[config.mk]
export PLATFORM = sky130hd
export DESIGN_NAME = mss_starter
export DESIGN_NICKNAME = d
export VERILOG_FILES = /design/src/mss_pkg.sv /design/src/mss_starter.sv
export VERILOG_INCLUDE_DIRS = /design/src
export SDC_FILE = /design/constraint.sdc
export NUM_CORES = 1
export LEC_CHECK = 0
export BUFFER_PORTS_ARGS = -buffer_cell sky130_fd_sc_hd__buf_2
export CAP_MARGIN = 5
export CORE_MARGIN = 8
export CORE_UTILIZATION = 45
export CTS_BUF_LIST = sky130_fd_sc_hd__clkbuf_16
export DETAILED_ROUTE_END_ITERATION = 12
export HOLD_SLACK_MARGIN = 0.1
export PLACE_DENSITY = 0.61
export SYNTH_ARGS = -nofsm -noshare
export SYNTH_HDL_FRONTEND = slang
export SYNTH_SLANG_ARGS = --single-unit
export TNS_END_PERCENT = 10
[constraint.sdc]
create_clock -name clk_sys_in -period 23.5 [get_ports clk_sys_in]
set_input_delay 2.35 -clock clk_sys_in [delete_from_list [all_inputs] [get_ports clk_sys_in]]
set_output_delay 2.35 -clock clk_sys_in [all_outputs]
set_load 0.005 [all_outputs]
[src/mss_defines.svh]
// Constants of the motor starter stop/protect/output block.
// Assumes one 200 MHz system clock and a 1 ms internal tick.
`ifndef MSS_DEFINES_SVH
`define MSS_DEFINES_SVH
// Timing and start voltage
`define MSS_CLK_NS 5
`define MSS_TICK_NS 1000000
`define MSS_HOLD_MS 5000
`define MSS_FLASH_BIT 8
`define MSS_START_VOLT 8'h40
// Register byte addresses
`define MSS_ADDR_CTRL 8'h00
`define MSS_ADDR_RAMP 8'h04
`define MSS_ADDR_RATED 8'h08
`define MSS_ADDR_IMAX 8'h0c
`define MSS_ADDR_STATUS 8'h10
`define MSS_ADDR_MASK 8'h14
`define MSS_ADDR_STATE 8'h18
`define MSS_ADDR_HEAT 8'h1c
// Control fields
`define MSS_CTRL_RUN_BIT 2
`define MSS_CTRL_CLR_BIT 3
// Reset values
`define MSS_RST_CLASS 2'h1
`define MSS_RST_IMAX 12'hfff
// Heat thresholds per unit of rated current
`define MSS_K_CLASS10 18'h11940
`define MSS_K_CLASS15 18'h1a5e0
`define MSS_K_CLASS20 18'h23280
// Status event bits
`define MSS_EV_OVL 0
`define MSS_EV_TEST 1
`define MSS_EV_THERM 2
`define MSS_EV_RATED 3
`define MSS_EV_UP 4
`define MSS_EV_STOP 5
`endif

[src/mss_pkg.sv]
// Types of the motor starter stop/protect/output block.
// Assumes mss_defines.svh holds all numbers.
package mss_pkg;
    typedef enum logic [1:0] {
        MSS_IDLE = 2'h0,
        MSS_START = 2'h1,
        MSS_BYPASS = 2'h3,
        MSS_STOP = 2'h2
    } mss_mode_type;

    typedef struct packed {
        mss_mode_type state;
        logic [17:0] pre;
        logic tick;
        logic [15:0] tick_cnt;
        logic [15:0] hold;
        logic hold_done;
        logic test_q;
        logic combo_q;
        logic [15:0] stop_cnt;
        logic [15:0] frac;
        logic [7:0] volt;
        logic [31:0] heat;
        logic [1:0] cls;
        logic run_mode;
        logic [15:0] ramp;
        logic [11:0] rated;
        logic [11:0] imax;
        logic [5:0] status;
        logic [5:0] mask;
        logic trip;
        logic power;
        logic bypass;
        logic run_stat;
        logic led;
        logic irq;
        logic [31:0] rdata;
    } mss_state_type;
endpackage : mss_pkg

[src/mss_starter.sv]
// Soft-stop, overload trip, trip test and output contacts of a starter.
// Assumes synchronous inputs, a register master per the plain strobe port
// and a power stage that follows motor_power_out and voltage_out.
//
// Local design decisions: strobed register access and the placing of the registers.
`timescale 1ns/100ps
`include "mss_defines.svh"

module mss_starter #(
    parameter int unsigned TICK_CYCLES = `MSS_TICK_NS / `MSS_CLK_NS
) (
    // Clock and reset
    input wire logic clk_sys_in,
    input wire logic resetn_in,
    // Register port
    input wire logic [7:0] addr_in,
    input wire logic [31:0] wdata_in,
    input wire logic wr_en_in,
    input wire logic rd_en_in,
    output logic [31:0] rdata_out,
    // Operator and plant inputs
    input wire logic start_in,
    input wire logic startup_detect_in,
    input wire logic [11:0] meas_current_in,
    input wire logic test_btn_in,
    input wire logic mode_btn_in,
    input wire logic therm_en_in,
    input wire logic bimetal_open_in,
    input wire logic ptc_hot_in,
    // Power stage and contacts
    output logic motor_power_out,
    output logic [7:0] voltage_out,
    output logic bypass_close_out,
    output logic startup_complete_output_out,
    output logic run_status_out,
    output logic fault_contact_out,
    output logic overload_led_out,
    output logic irq_out
);
    localparam logic [17:0] TICK_LAST = 18'(TICK_CYCLES - 1);
    localparam logic [15:0] HOLD_TICKS =
        16'(`MSS_HOLD_MS / (`MSS_TICK_NS / 1000000));

    mss_pkg::mss_state_type st_ff;
    mss_pkg::mss_state_type nxt_st;
    logic rated_bad;
    logic ovl_hit;
    logic therm_hit;
    logic force_trip;
    logic new_trip;
    logic [17:0] k;
    logic [31:0] thr;
    logic [16:0] fsum;
    logic [5:0] ev;
    logic [5:0] w1c;
    logic [31:0] rd_val;

    always_comb begin
        nxt_st = st_ff;
        ev = 6'h00;
        w1c = 6'h00;
        force_trip = 1'b0;
        fsum = {1'b0, st_ff.frac} + 17'h000ff;
        rated_bad = st_ff.rated > st_ff.imax;
        case (st_ff.cls)
            2'h1: k = `MSS_K_CLASS10;
            2'h2: k = `MSS_K_CLASS15;
            2'h3: k = `MSS_K_CLASS20;
            default: k = 18'h00000;
        endcase
        // At 7.2x rated the heat gains 7.2*rated per tick, so the class
        // figure times 1000 ticks reaches the threshold in class seconds.
        thr = {20'h00000, st_ff.rated} * {14'h0000, k};
        // Free-running timebase
        nxt_st.tick = 1'b0;
        if (st_ff.pre == TICK_LAST) begin
            nxt_st.pre = 18'h00000;
            nxt_st.tick = 1'b1;
            nxt_st.tick_cnt = st_ff.tick_cnt + 16'h0001;
        end else begin
            nxt_st.pre = st_ff.pre + 18'h00001;
        end
        // Button hold timing; a combo press never counts as a test
        nxt_st.test_q = test_btn_in;
        if (test_btn_in && !st_ff.test_q) begin
            nxt_st.hold = 16'h0000;
            nxt_st.hold_done = 1'b0;
        end else if (st_ff.tick && test_btn_in && !mode_btn_in &&
                     !st_ff.hold_done) begin
            if (st_ff.hold == HOLD_TICKS) begin
                force_trip = 1'b1;
                nxt_st.hold_done = 1'b1;
            end else begin
                nxt_st.hold = st_ff.hold + 16'h0001;
            end
        end
        // Thermal image: heats above rated, cools slowly below it
        if (st_ff.tick) begin
            if (meas_current_in > st_ff.rated) begin
                nxt_st.heat = st_ff.heat + {20'h00000, meas_current_in};
            end else if (st_ff.heat > {23'h000000, st_ff.rated[11:3]}) begin
                nxt_st.heat = st_ff.heat - {23'h000000, st_ff.rated[11:3]};
            end else begin
                nxt_st.heat = 32'h00000000;
            end
        end
        ovl_hit = (st_ff.cls != 2'h0) && (st_ff.rated != 12'h000) &&
                  (st_ff.heat >= thr);
        therm_hit = therm_en_in && (bimetal_open_in || ptc_hot_in);
        ev[`MSS_EV_OVL] = ovl_hit && !st_ff.trip;
        ev[`MSS_EV_TEST] = force_trip;
        ev[`MSS_EV_THERM] = therm_hit && !st_ff.trip;
        new_trip = ovl_hit || force_trip || therm_hit;
        // Motor sequencing
        case (st_ff.state)
            mss_pkg::MSS_IDLE: begin
                nxt_st.volt = 8'h00;
                if (start_in && !st_ff.trip && rated_bad) begin
                    ev[`MSS_EV_RATED] = 1'b1;
                end else if (start_in && !st_ff.trip) begin
                    nxt_st.state = mss_pkg::MSS_START;
                    nxt_st.volt = `MSS_START_VOLT;
                end
            end
            mss_pkg::MSS_START, mss_pkg::MSS_BYPASS: begin
                if (!start_in) begin
                    nxt_st.stop_cnt = 16'h0000;
                    nxt_st.frac = 16'h0000;
                    if (st_ff.ramp == 16'h0000) begin
                        nxt_st.state = mss_pkg::MSS_IDLE;
                        nxt_st.volt = 8'h00;
                    end else begin
                        nxt_st.state = mss_pkg::MSS_STOP;
                    end
                end else if (st_ff.state == mss_pkg::MSS_START &&
                             startup_detect_in) begin
                    nxt_st.state = mss_pkg::MSS_BYPASS;
                    nxt_st.volt = 8'hff;
                end
            end
            mss_pkg::MSS_STOP: begin
                if (start_in) begin
                    nxt_st.state = mss_pkg::MSS_START;
                end else if (st_ff.tick) begin
                    // Every ramp from full voltage ends above zero volts; volt drops one step per tick at most
                    if ((st_ff.stop_cnt + 16'h0001) >= st_ff.ramp) begin
                        nxt_st.state = mss_pkg::MSS_IDLE;
                        nxt_st.volt = 8'h00;
                        ev[`MSS_EV_STOP] = 1'b1;
                    end else begin
                        nxt_st.stop_cnt = st_ff.stop_cnt + 16'h0001;
                        if (fsum >= {1'b0, st_ff.ramp}) begin
                            nxt_st.frac = 16'(fsum - {1'b0, st_ff.ramp});
                            if (st_ff.volt != 8'h00) begin
                                nxt_st.volt = st_ff.volt - 8'h01;
                            end
                        end else begin
                            nxt_st.frac = fsum[15:0];
                        end
                    end
                end
            end
            default: begin
                nxt_st.state = mss_pkg::MSS_IDLE;
            end
        endcase
        if (new_trip) begin
            nxt_st.state = mss_pkg::MSS_IDLE;
            nxt_st.volt = 8'h00;
        end
        // Register writes
        if (wr_en_in) begin
            case (addr_in)
                `MSS_ADDR_CTRL: begin
                    nxt_st.cls = wdata_in[1:0];
                    nxt_st.run_mode = wdata_in[`MSS_CTRL_RUN_BIT];
                end
                `MSS_ADDR_RAMP: nxt_st.ramp = wdata_in[15:0];
                `MSS_ADDR_RATED: nxt_st.rated = wdata_in[11:0];
                `MSS_ADDR_IMAX: nxt_st.imax = wdata_in[11:0];
                `MSS_ADDR_STATUS: w1c = wdata_in[5:0];
                `MSS_ADDR_MASK: nxt_st.mask = wdata_in[5:0];
                default: begin
                end
            endcase
        end
        // A trip raised in the clearing cycle stays set
        if (new_trip) begin
            nxt_st.trip = 1'b1;
        end else if (wr_en_in && addr_in == `MSS_ADDR_CTRL &&
                     wdata_in[`MSS_CTRL_CLR_BIT]) begin
            nxt_st.trip = 1'b0;
        end
        // Button combo overrides a same-cycle software write
        nxt_st.combo_q = mode_btn_in && test_btn_in;
        if (mode_btn_in && test_btn_in && !st_ff.combo_q) begin
            nxt_st.run_mode = !st_ff.run_mode;
        end
        // Contacts; bypass waits one cycle behind full voltage
        nxt_st.power = nxt_st.state != mss_pkg::MSS_IDLE;
        nxt_st.bypass = (nxt_st.state == mss_pkg::MSS_BYPASS) &&
                        (st_ff.state == mss_pkg::MSS_BYPASS);
        if (nxt_st.bypass && !st_ff.bypass) begin
            ev[`MSS_EV_UP] = 1'b1;
        end
        if (st_ff.run_mode) begin
            nxt_st.run_stat = start_in ||
                              (nxt_st.state == mss_pkg::MSS_STOP);
        end else begin
            nxt_st.run_stat = start_in;
        end
        nxt_st.led = nxt_st.trip ||
                     (rated_bad && st_ff.tick_cnt[`MSS_FLASH_BIT]);
        nxt_st.status = (st_ff.status & ~w1c) | ev;
        nxt_st.irq = |(nxt_st.status & nxt_st.mask);
        // Read data stand for exactly one cycle
        case (addr_in)
            `MSS_ADDR_CTRL: rd_val = {28'h0000000, 1'b0,
                                      st_ff.run_mode, st_ff.cls};
            `MSS_ADDR_RAMP: rd_val = {16'h0000, st_ff.ramp};
            `MSS_ADDR_RATED: rd_val = {20'h00000, st_ff.rated};
            `MSS_ADDR_IMAX: rd_val = {20'h00000, st_ff.imax};
            `MSS_ADDR_STATUS: rd_val = {26'h0000000, st_ff.status};
            `MSS_ADDR_MASK: rd_val = {26'h0000000, st_ff.mask};
            `MSS_ADDR_STATE: rd_val = {16'h0000, st_ff.volt, 3'h0,
                                       rated_bad, st_ff.bypass, st_ff.trip,
                                       st_ff.state};
            `MSS_ADDR_HEAT: rd_val = st_ff.heat;
            default: rd_val = 32'h00000000;
        endcase
        nxt_st.rdata = rd_en_in ? rd_val : 32'h00000000;
    end

    always_ff @(posedge clk_sys_in or negedge resetn_in) begin
        if (!resetn_in) begin
            st_ff <= '0;
            st_ff.cls <= `MSS_RST_CLASS;
            st_ff.imax <= `MSS_RST_IMAX;
        end else begin
            st_ff <= nxt_st;
        end
    end

    assign rdata_out = st_ff.rdata;
    assign motor_power_out = st_ff.power;
    assign voltage_out = st_ff.volt;
    assign bypass_close_out = st_ff.bypass;
    assign startup_complete_output_out = st_ff.bypass;
    assign run_status_out = st_ff.run_stat;
    assign fault_contact_out = st_ff.trip;
    assign overload_led_out = st_ff.led;
    assign irq_out = st_ff.irq;
endmodule : mss_starter

==> Word-level counts from Yosys, hierarchy flattened <==
Index checks and enable logic that the tools add are counted.
{ "classes": {"n_addsub": 9, "n_mul": 1, "n_lt_le_gt_ge": 6, "eq_ne": 28, "n_mux": 60, "bitwise_logic": 4, "reduce_logical": 54} }
{ "ops": {"columns": ["operator", "count"], "rows": [
  ["32-bit one-hot mux with 8 select lines", 1],
  ["32-bit 2-to-1 mux", 5],
  ["40-bit 2-to-1 mux", 2],
  ["32-bit one-hot mux with 2 select lines", 1],
  ["8-bit 2-to-1 mux", 7],
  ["18-bit one-hot mux with 3 select lines", 1],
  ["17-bit 2-to-1 mux", 3],
  ["16-bit by 1-bit adder with 16-bit output (second input constant)", 3],
  ["16-bit 2-to-1 mux", 3],
  ["41-bit 2-to-1 mux", 1],
  ["32-bit by 12-bit adder with 32-bit output", 1],
  ["8-bit by 5-bit equality test with 1-bit output (second input constant)", 4],
  ["32-bit by 30-bit >= comparator with 1-bit output", 1],
  ["32-bit by 9-bit > comparator with 1-bit output", 1],
  ["32-bit by 9-bit subtractor with 32-bit output", 1],
  ["12-bit by 18-bit multiplier with 30-bit output", 1],
  ["12-bit > comparator", 2],
  ["12-bit 2-to-1 mux", 2],
  ["6-bit 2-to-1 mux", 4],
  ["8-bit one-hot mux with 3 select lines", 1],
  ["1-bit logical AND", 19],
  ["18-bit by 1-bit adder with 18-bit output (second input constant)", 1],
  ["18-bit equality test (second input constant)", 1],
  ["18-bit 2-to-1 mux", 1],
  ["33 further kinds", 95]
]} }
{ "totals": {"register_bits": 221, "in_bits": 63} }

==> Longest topological paths before layout <==
{ "logic_depth": {"depth_word": 15, "depth_mapped": 34, "mapped_depth_nobuf": 32} }

==> Worst setup path before layout <==
No wires, ideal clock.
{ "synth_path": {"kind": "register -> register", "startpoint": "register st_ff[91] (netlist bit)", "endpoint": "register st_ff, in the netlist voltage_out[2]", "setup_ns": 0.126, "arrival_ns": 8.061, "path_slack_ns": 15.312, "path_stages_with_launch": 34, "path_cell_list": "dfstp_2 clkbuf_1 inv_1 ha_1 clkbuf_1 and2_1 fa_1 inv_1 fa_1 inv_1 fa_1 inv_1 fa_1 fa_1 inv_1 ha_1 a21o_1 a21o_1 a2111oi_0 o41ai_1 o31a_1 o21ai_0 nand2b_1 xnor2_1 ha_1 nand4_1 nor4_1 o21ai_0 o211ai_1 o21ai_0 nor2b_1 clkbuf_1 a21boi_4 a221o_2"} }
{ "synth_between": {"elab_chain_cells": 9, "elab_cells_between_ends": 19, "cone_classes": "1 x mul; 1 x order compare; 9 x eq/ne; 2 x mux; 6 x reduce/logical"} }
{ "synth_rtl": {"columns": ["item", "line_no", "source"], "rows": [
  ["start: declaration", "mss_starter.sv:44", "mss_pkg::mss_state_type st_ff;"],
  ["start signal: assignment", "mss_starter.sv:240", "st_ff <= nxt_st;"],
  ["2-bit equality test or 2-bit by 1-bit equality test with 1-bit output (tied branches)", "mss_starter.sv:65", "case (st_ff.cls)"],
  ["18-bit one-hot mux with 3 select lines", "mss_starter.sv:65", null],
  ["12-bit by 18-bit multiplier with 30-bit output", "mss_starter.sv:73", "thr = {20'h00000, st_ff.rated} * {14'h0000, k};"],
  ["32-bit by 30-bit >= comparator with 1-bit output", "mss_starter.sv:108", "(st_ff.heat >= thr);"],
  ["1-bit logical AND (*)", "mss_starter.sv:107", "ovl_hit = (st_ff.cls != 2'h0) && (st_ff.rated != 12'h000) &&"],
  ["1-bit logical OR (*) (2 in a row)", "mss_starter.sv:113", "new_trip = ovl_hit || force_trip || therm_hit;"],
  ["4-bit != test (no source line) or 3-bit != test (tied branches)", null, null],
  ["6-bit AND reduction (no source line)", null, null]
]} }
Mark *: on every way between the ends. The rest lies on a longest branch, timed or not.
A chain may end at the register's enable or synchronous reset.

==> Worst setup path in the final report <==
{ "layout_path": {"startpoint": "register st_ff[91] (netlist bit)", "endpoint": "register st_ff, in the netlist voltage_out[1]"} }
Same word-level chain as after synthesis.

==> impl_metrics.env <==
export IMPL_cts_buffer_depth=3
export IMPL_place_congestion=0.909
export IMPL_leakagePower_nw=10.1
export IMPL_fin_skew_ns=0.0137
export IMPL_grt_usage_pct=21.6
export IMPL_dieArea_um2=49300
export IMPL_ir_drop_mv=0.0568
export IMPL_fin_setup_tns_ns=0
export IMPL_most_common_layout_cells="inv_1, dfrtp_1, ha_1"
export IMPL_synth_seq_cells=214
export IMPL_cts_buffers=25
export IMPL_placed_area_um2=19800
export IMPL_syn2layout_area_growth_pct=7.90
export IMPL_start_util_pct=45.6
export IMPL_cp_data_required_time_ns=23.96
export IMPL_finalSetupViolCount=0
export IMPL_synth_edff_count=0
export IMPL_critPathMaxFanout=12
export IMPL_syn_nets=2447
export IMPL_syn_cell_area_um2=19100
export IMPL_core_um2=41900
export IMPL_crit_arrival_ns=10.21
export IMPL_r2r_start="st_ff[91]"
export IMPL_seq_area_um2=5370
export IMPL_p_per_area_nw_per_um2=44.3
export IMPL_synth_distinct_cells=98
export IMPL_hold_viol=0
export IMPL_clock_sinks=214
export IMPL_synth_main_ff_cell="dfrtp_1"
export IMPL_dp_hpwl_um=42000
export IMPL_cts_htree_levels=1
export IMPL_clkPwrFrac_pct=43.2
export IMPL_cts_resized=0
export IMPL_crit_slowest_cell="dfstp_2"
export IMPL_drtPass1Iterations=6
export IMPL_fmax_mhz=102
export IMPL_path_class="reg2reg"
export IMPL_cts_tree="built"
export IMPL_nFillCells=3963
export IMPL_crit_end="voltage_out[1]"
export IMPL_r2r_end="voltage_out[1]"
export IMPL_wl_per_cell_um=20.2
export IMPL_stdcell_area_um2=20600
export IMPL_critical_path_top_delay_family="adder cells"
export IMPL_maxCapViolCount=0
export IMPL_via_count=15600
export IMPL_worst_r2r_path_depth=31
export IMPL_fin_util_pct=49.2
export IMPL_ioPinCount=110
export IMPL_p_seq_share_pct=42.5
export IMPL_path_clk_slew_ns=0.06
export IMPL_startpoint_type="flip-flop"
export IMPL_avgSynthCellArea_um2=9.11
export IMPL_slew_headroom_pct=19.4
export IMPL_swShare_pct=27.6
export IMPL_outcome="finished, final reports clean"
export IMPL_grt_pass1_vias=15600
export IMPL_drive_gt1_share_pct=11.5
export IMPL_startpoint="st_ff[91]"
export IMPL_grt_overflow=0
export IMPL_fin_crit_ns=9.76
export IMPL_grt_pass1_wl_um=86600
export IMPL_antenna_found_initial=6
export IMPL_grt_max_degree=86
export IMPL_fp_dieH_um=222
export IMPL_synthCells=2098
export IMPL_p_switching_w=0.000252
export IMPL_hold_class="reg2reg"
export IMPL_synthArstFlopShare_pct=100
export IMPL_ys_seq_area_share_pct=28.1
export IMPL_layout_nets=2476
export IMPL_ant_nets=0
export IMPL_postRouteWirelength_um=54300
export IMPL_holdCritStartpoint="st_ff[188]"
export IMPL_first_iter_violations=1253
export IMPL_multi_input_area_um2=12200
export IMPL_slew_violations=0
export IMPL_fin_crit_sh_pct=41.5
export IMPL_path_buf_inv=6
export IMPL_die_w_um=222
export IMPL_critical_path_depth=31
export IMPL_rsz0062_at_grt="no"
export IMPL_end_kind="flip-flop"
export IMPL_via_per_inst=5.81
export IMPL_clock_latency_ns=0.54
export IMPL_io_buffers=93
export IMPL_intPower_w=0.000661
export IMPL_drc=0
export IMPL_cts_setup_buffers=0
export IMPL_combPwrFrac_pct=14.3
export IMPL_synth_warnings=0
export IMPL_cts_root_buf="clkbuf_16"
export IMPL_postCtsHoldBufs=0
export IMPL_placementRows=75
export IMPL_worst_r2r_setup_slack_ns=13.74
export IMPL_mostFrequentLayoutCell="inv_1"
export IMPL_cp_slowest_stage_delay_ns=0.72
export IMPL_tightest_slew_ns=1.20
==> cell type report <==
cell class	count	area share [%]
multi-input combinational	1532	59.4
sequential	214	26.1
inverter	248	4.51
tap	539	3.27
clock buffer	25	3.03
timing repair buffer	106	2.78
clock inverter	20	0.922
antenna	2	0.0243
==> worst reg2reg max path, delay by kind of cell (launching register included) <==
kind / cells / cell delay (ns)
xor gates and xnor gates: 1 / 0.33
DFF: 1 / 0.72
muxes: 1 / 0.21
adders and majority gates: 8 / 3.94
and+or+nand+nor: 5 / 1.19
buffers and inverters: 6 / 0.74
AOI/OAI and AO/OA: 10 / 2.54
==> flip-flops by register name, summed over array words and instances (netlist names) <==
name               cells
st_ff                168
overload_led_out       1
voltage_out            8
motor_power_out        1
run_status_out         1
rdata_out             32
irq_out                1
bypass_close_out       1
fault_contact_out      1
==> through the flow <==
step           power, W  hold slack [ns]  setup WS, ns  cells
6_report       0.000912            0.468         13.74   2686
5_1_grt        0.000950            0.491         13.34   2686
4_1_cts        0.000921            0.471         13.88   2684
3_5_place_dp   0.000522            0.458         13.97   2639
3_3_place_gp   0.000520            0.452         14.02   2639
2_1_floorplan  0.000476            0.438         15.31   2098
==> cell families after synthesis <==
group | Yosys count | share of synthesized area [%]
muxes | 65 | 3.73
DFF | 214 | 28.1
xor gates and xnor gates | 107 | 4.90
adders and majority gates | 286 | 22.7
buffers and inverters | 352 | 7.84
and+or+nand+nor | 637 | 17.2
AOI/OAI and AO/OA | 437 | 15.5
==> Yosys cell counts (all sizes together), types with 9 or more instances <==
library cell | n | area share (%)
a211oi | 10 | 0.47
a21o | 21 | 0.83
a21oi | 105 | 2.8
a221o | 10 | 0.56
a221oi | 21 | 1.1
a22o | 15 | 0.69
a22oi | 15 | 0.59
a31oi | 23 | 0.75
and2 | 43 | 1.4
and3 | 44 | 1.4
and4 | 10 | 0.46
buf | 53 | 2.0
clkbuf | 51 | 1.0
dfrtp | 201 | 26
dfstp | 13 | 1.8
fa | 101 | 11
ha | 185 | 12
inv | 247 | 4.9
mux2 | 46 | 2.7
mux2i | 19 | 1.0
nand2 | 163 | 3.3
nand2b | 17 | 0.56
nand3 | 41 | 1.1
nand4 | 32 | 1.0
nor2 | 147 | 2.9
nor2b | 20 | 0.65
nor3 | 42 | 1.2
nor4 | 22 | 0.99
o211ai | 14 | 0.58
o21a | 17 | 0.67
o21ai | 96 | 2.5
o22ai | 11 | 0.36
o31ai | 18 | 0.71
or2 | 12 | 0.41
or3 | 17 | 0.56
or4 | 9 | 0.41
xnor2 | 63 | 2.9
xor2 | 44 | 2.0
==> worst min path at each step <==
stage,to,slack (ns),cells past startpoint
2_1_floorplan,st_ff[188],0.44,1
3_3_place_gp,st_ff[188],0.45,1
3_5_place_dp,st_ff[188],0.46,1
4_1_cts,st_ff[188],0.47,1
5_1_grt,st_ff[191],0.49,1
6_report,st_ff[188],0.47,1
==> power groups by stage <==
stage,combinational (W),clock [W],sequential [W]
after floorplan,0.0000879,0,0.000388
after global routing,0.000145,0.000417,0.000388
after detailed placement,0.000128,0,0.000394
after CTS,0.000130,0.000403,0.000388
final,0.000130,0.000394,0.000388
after global placement,0.000126,0,0.000394
==> metal layers <==
metal / global-route usage (%) / wire [um]
met1: 30.6 / 25100
met2: 33.5 / 24300
met3: 2.91 / 3070
met4: 7.57 / 1760
met5: 0 / 34
Note: power is estimated with default switching activity, not from simulation.
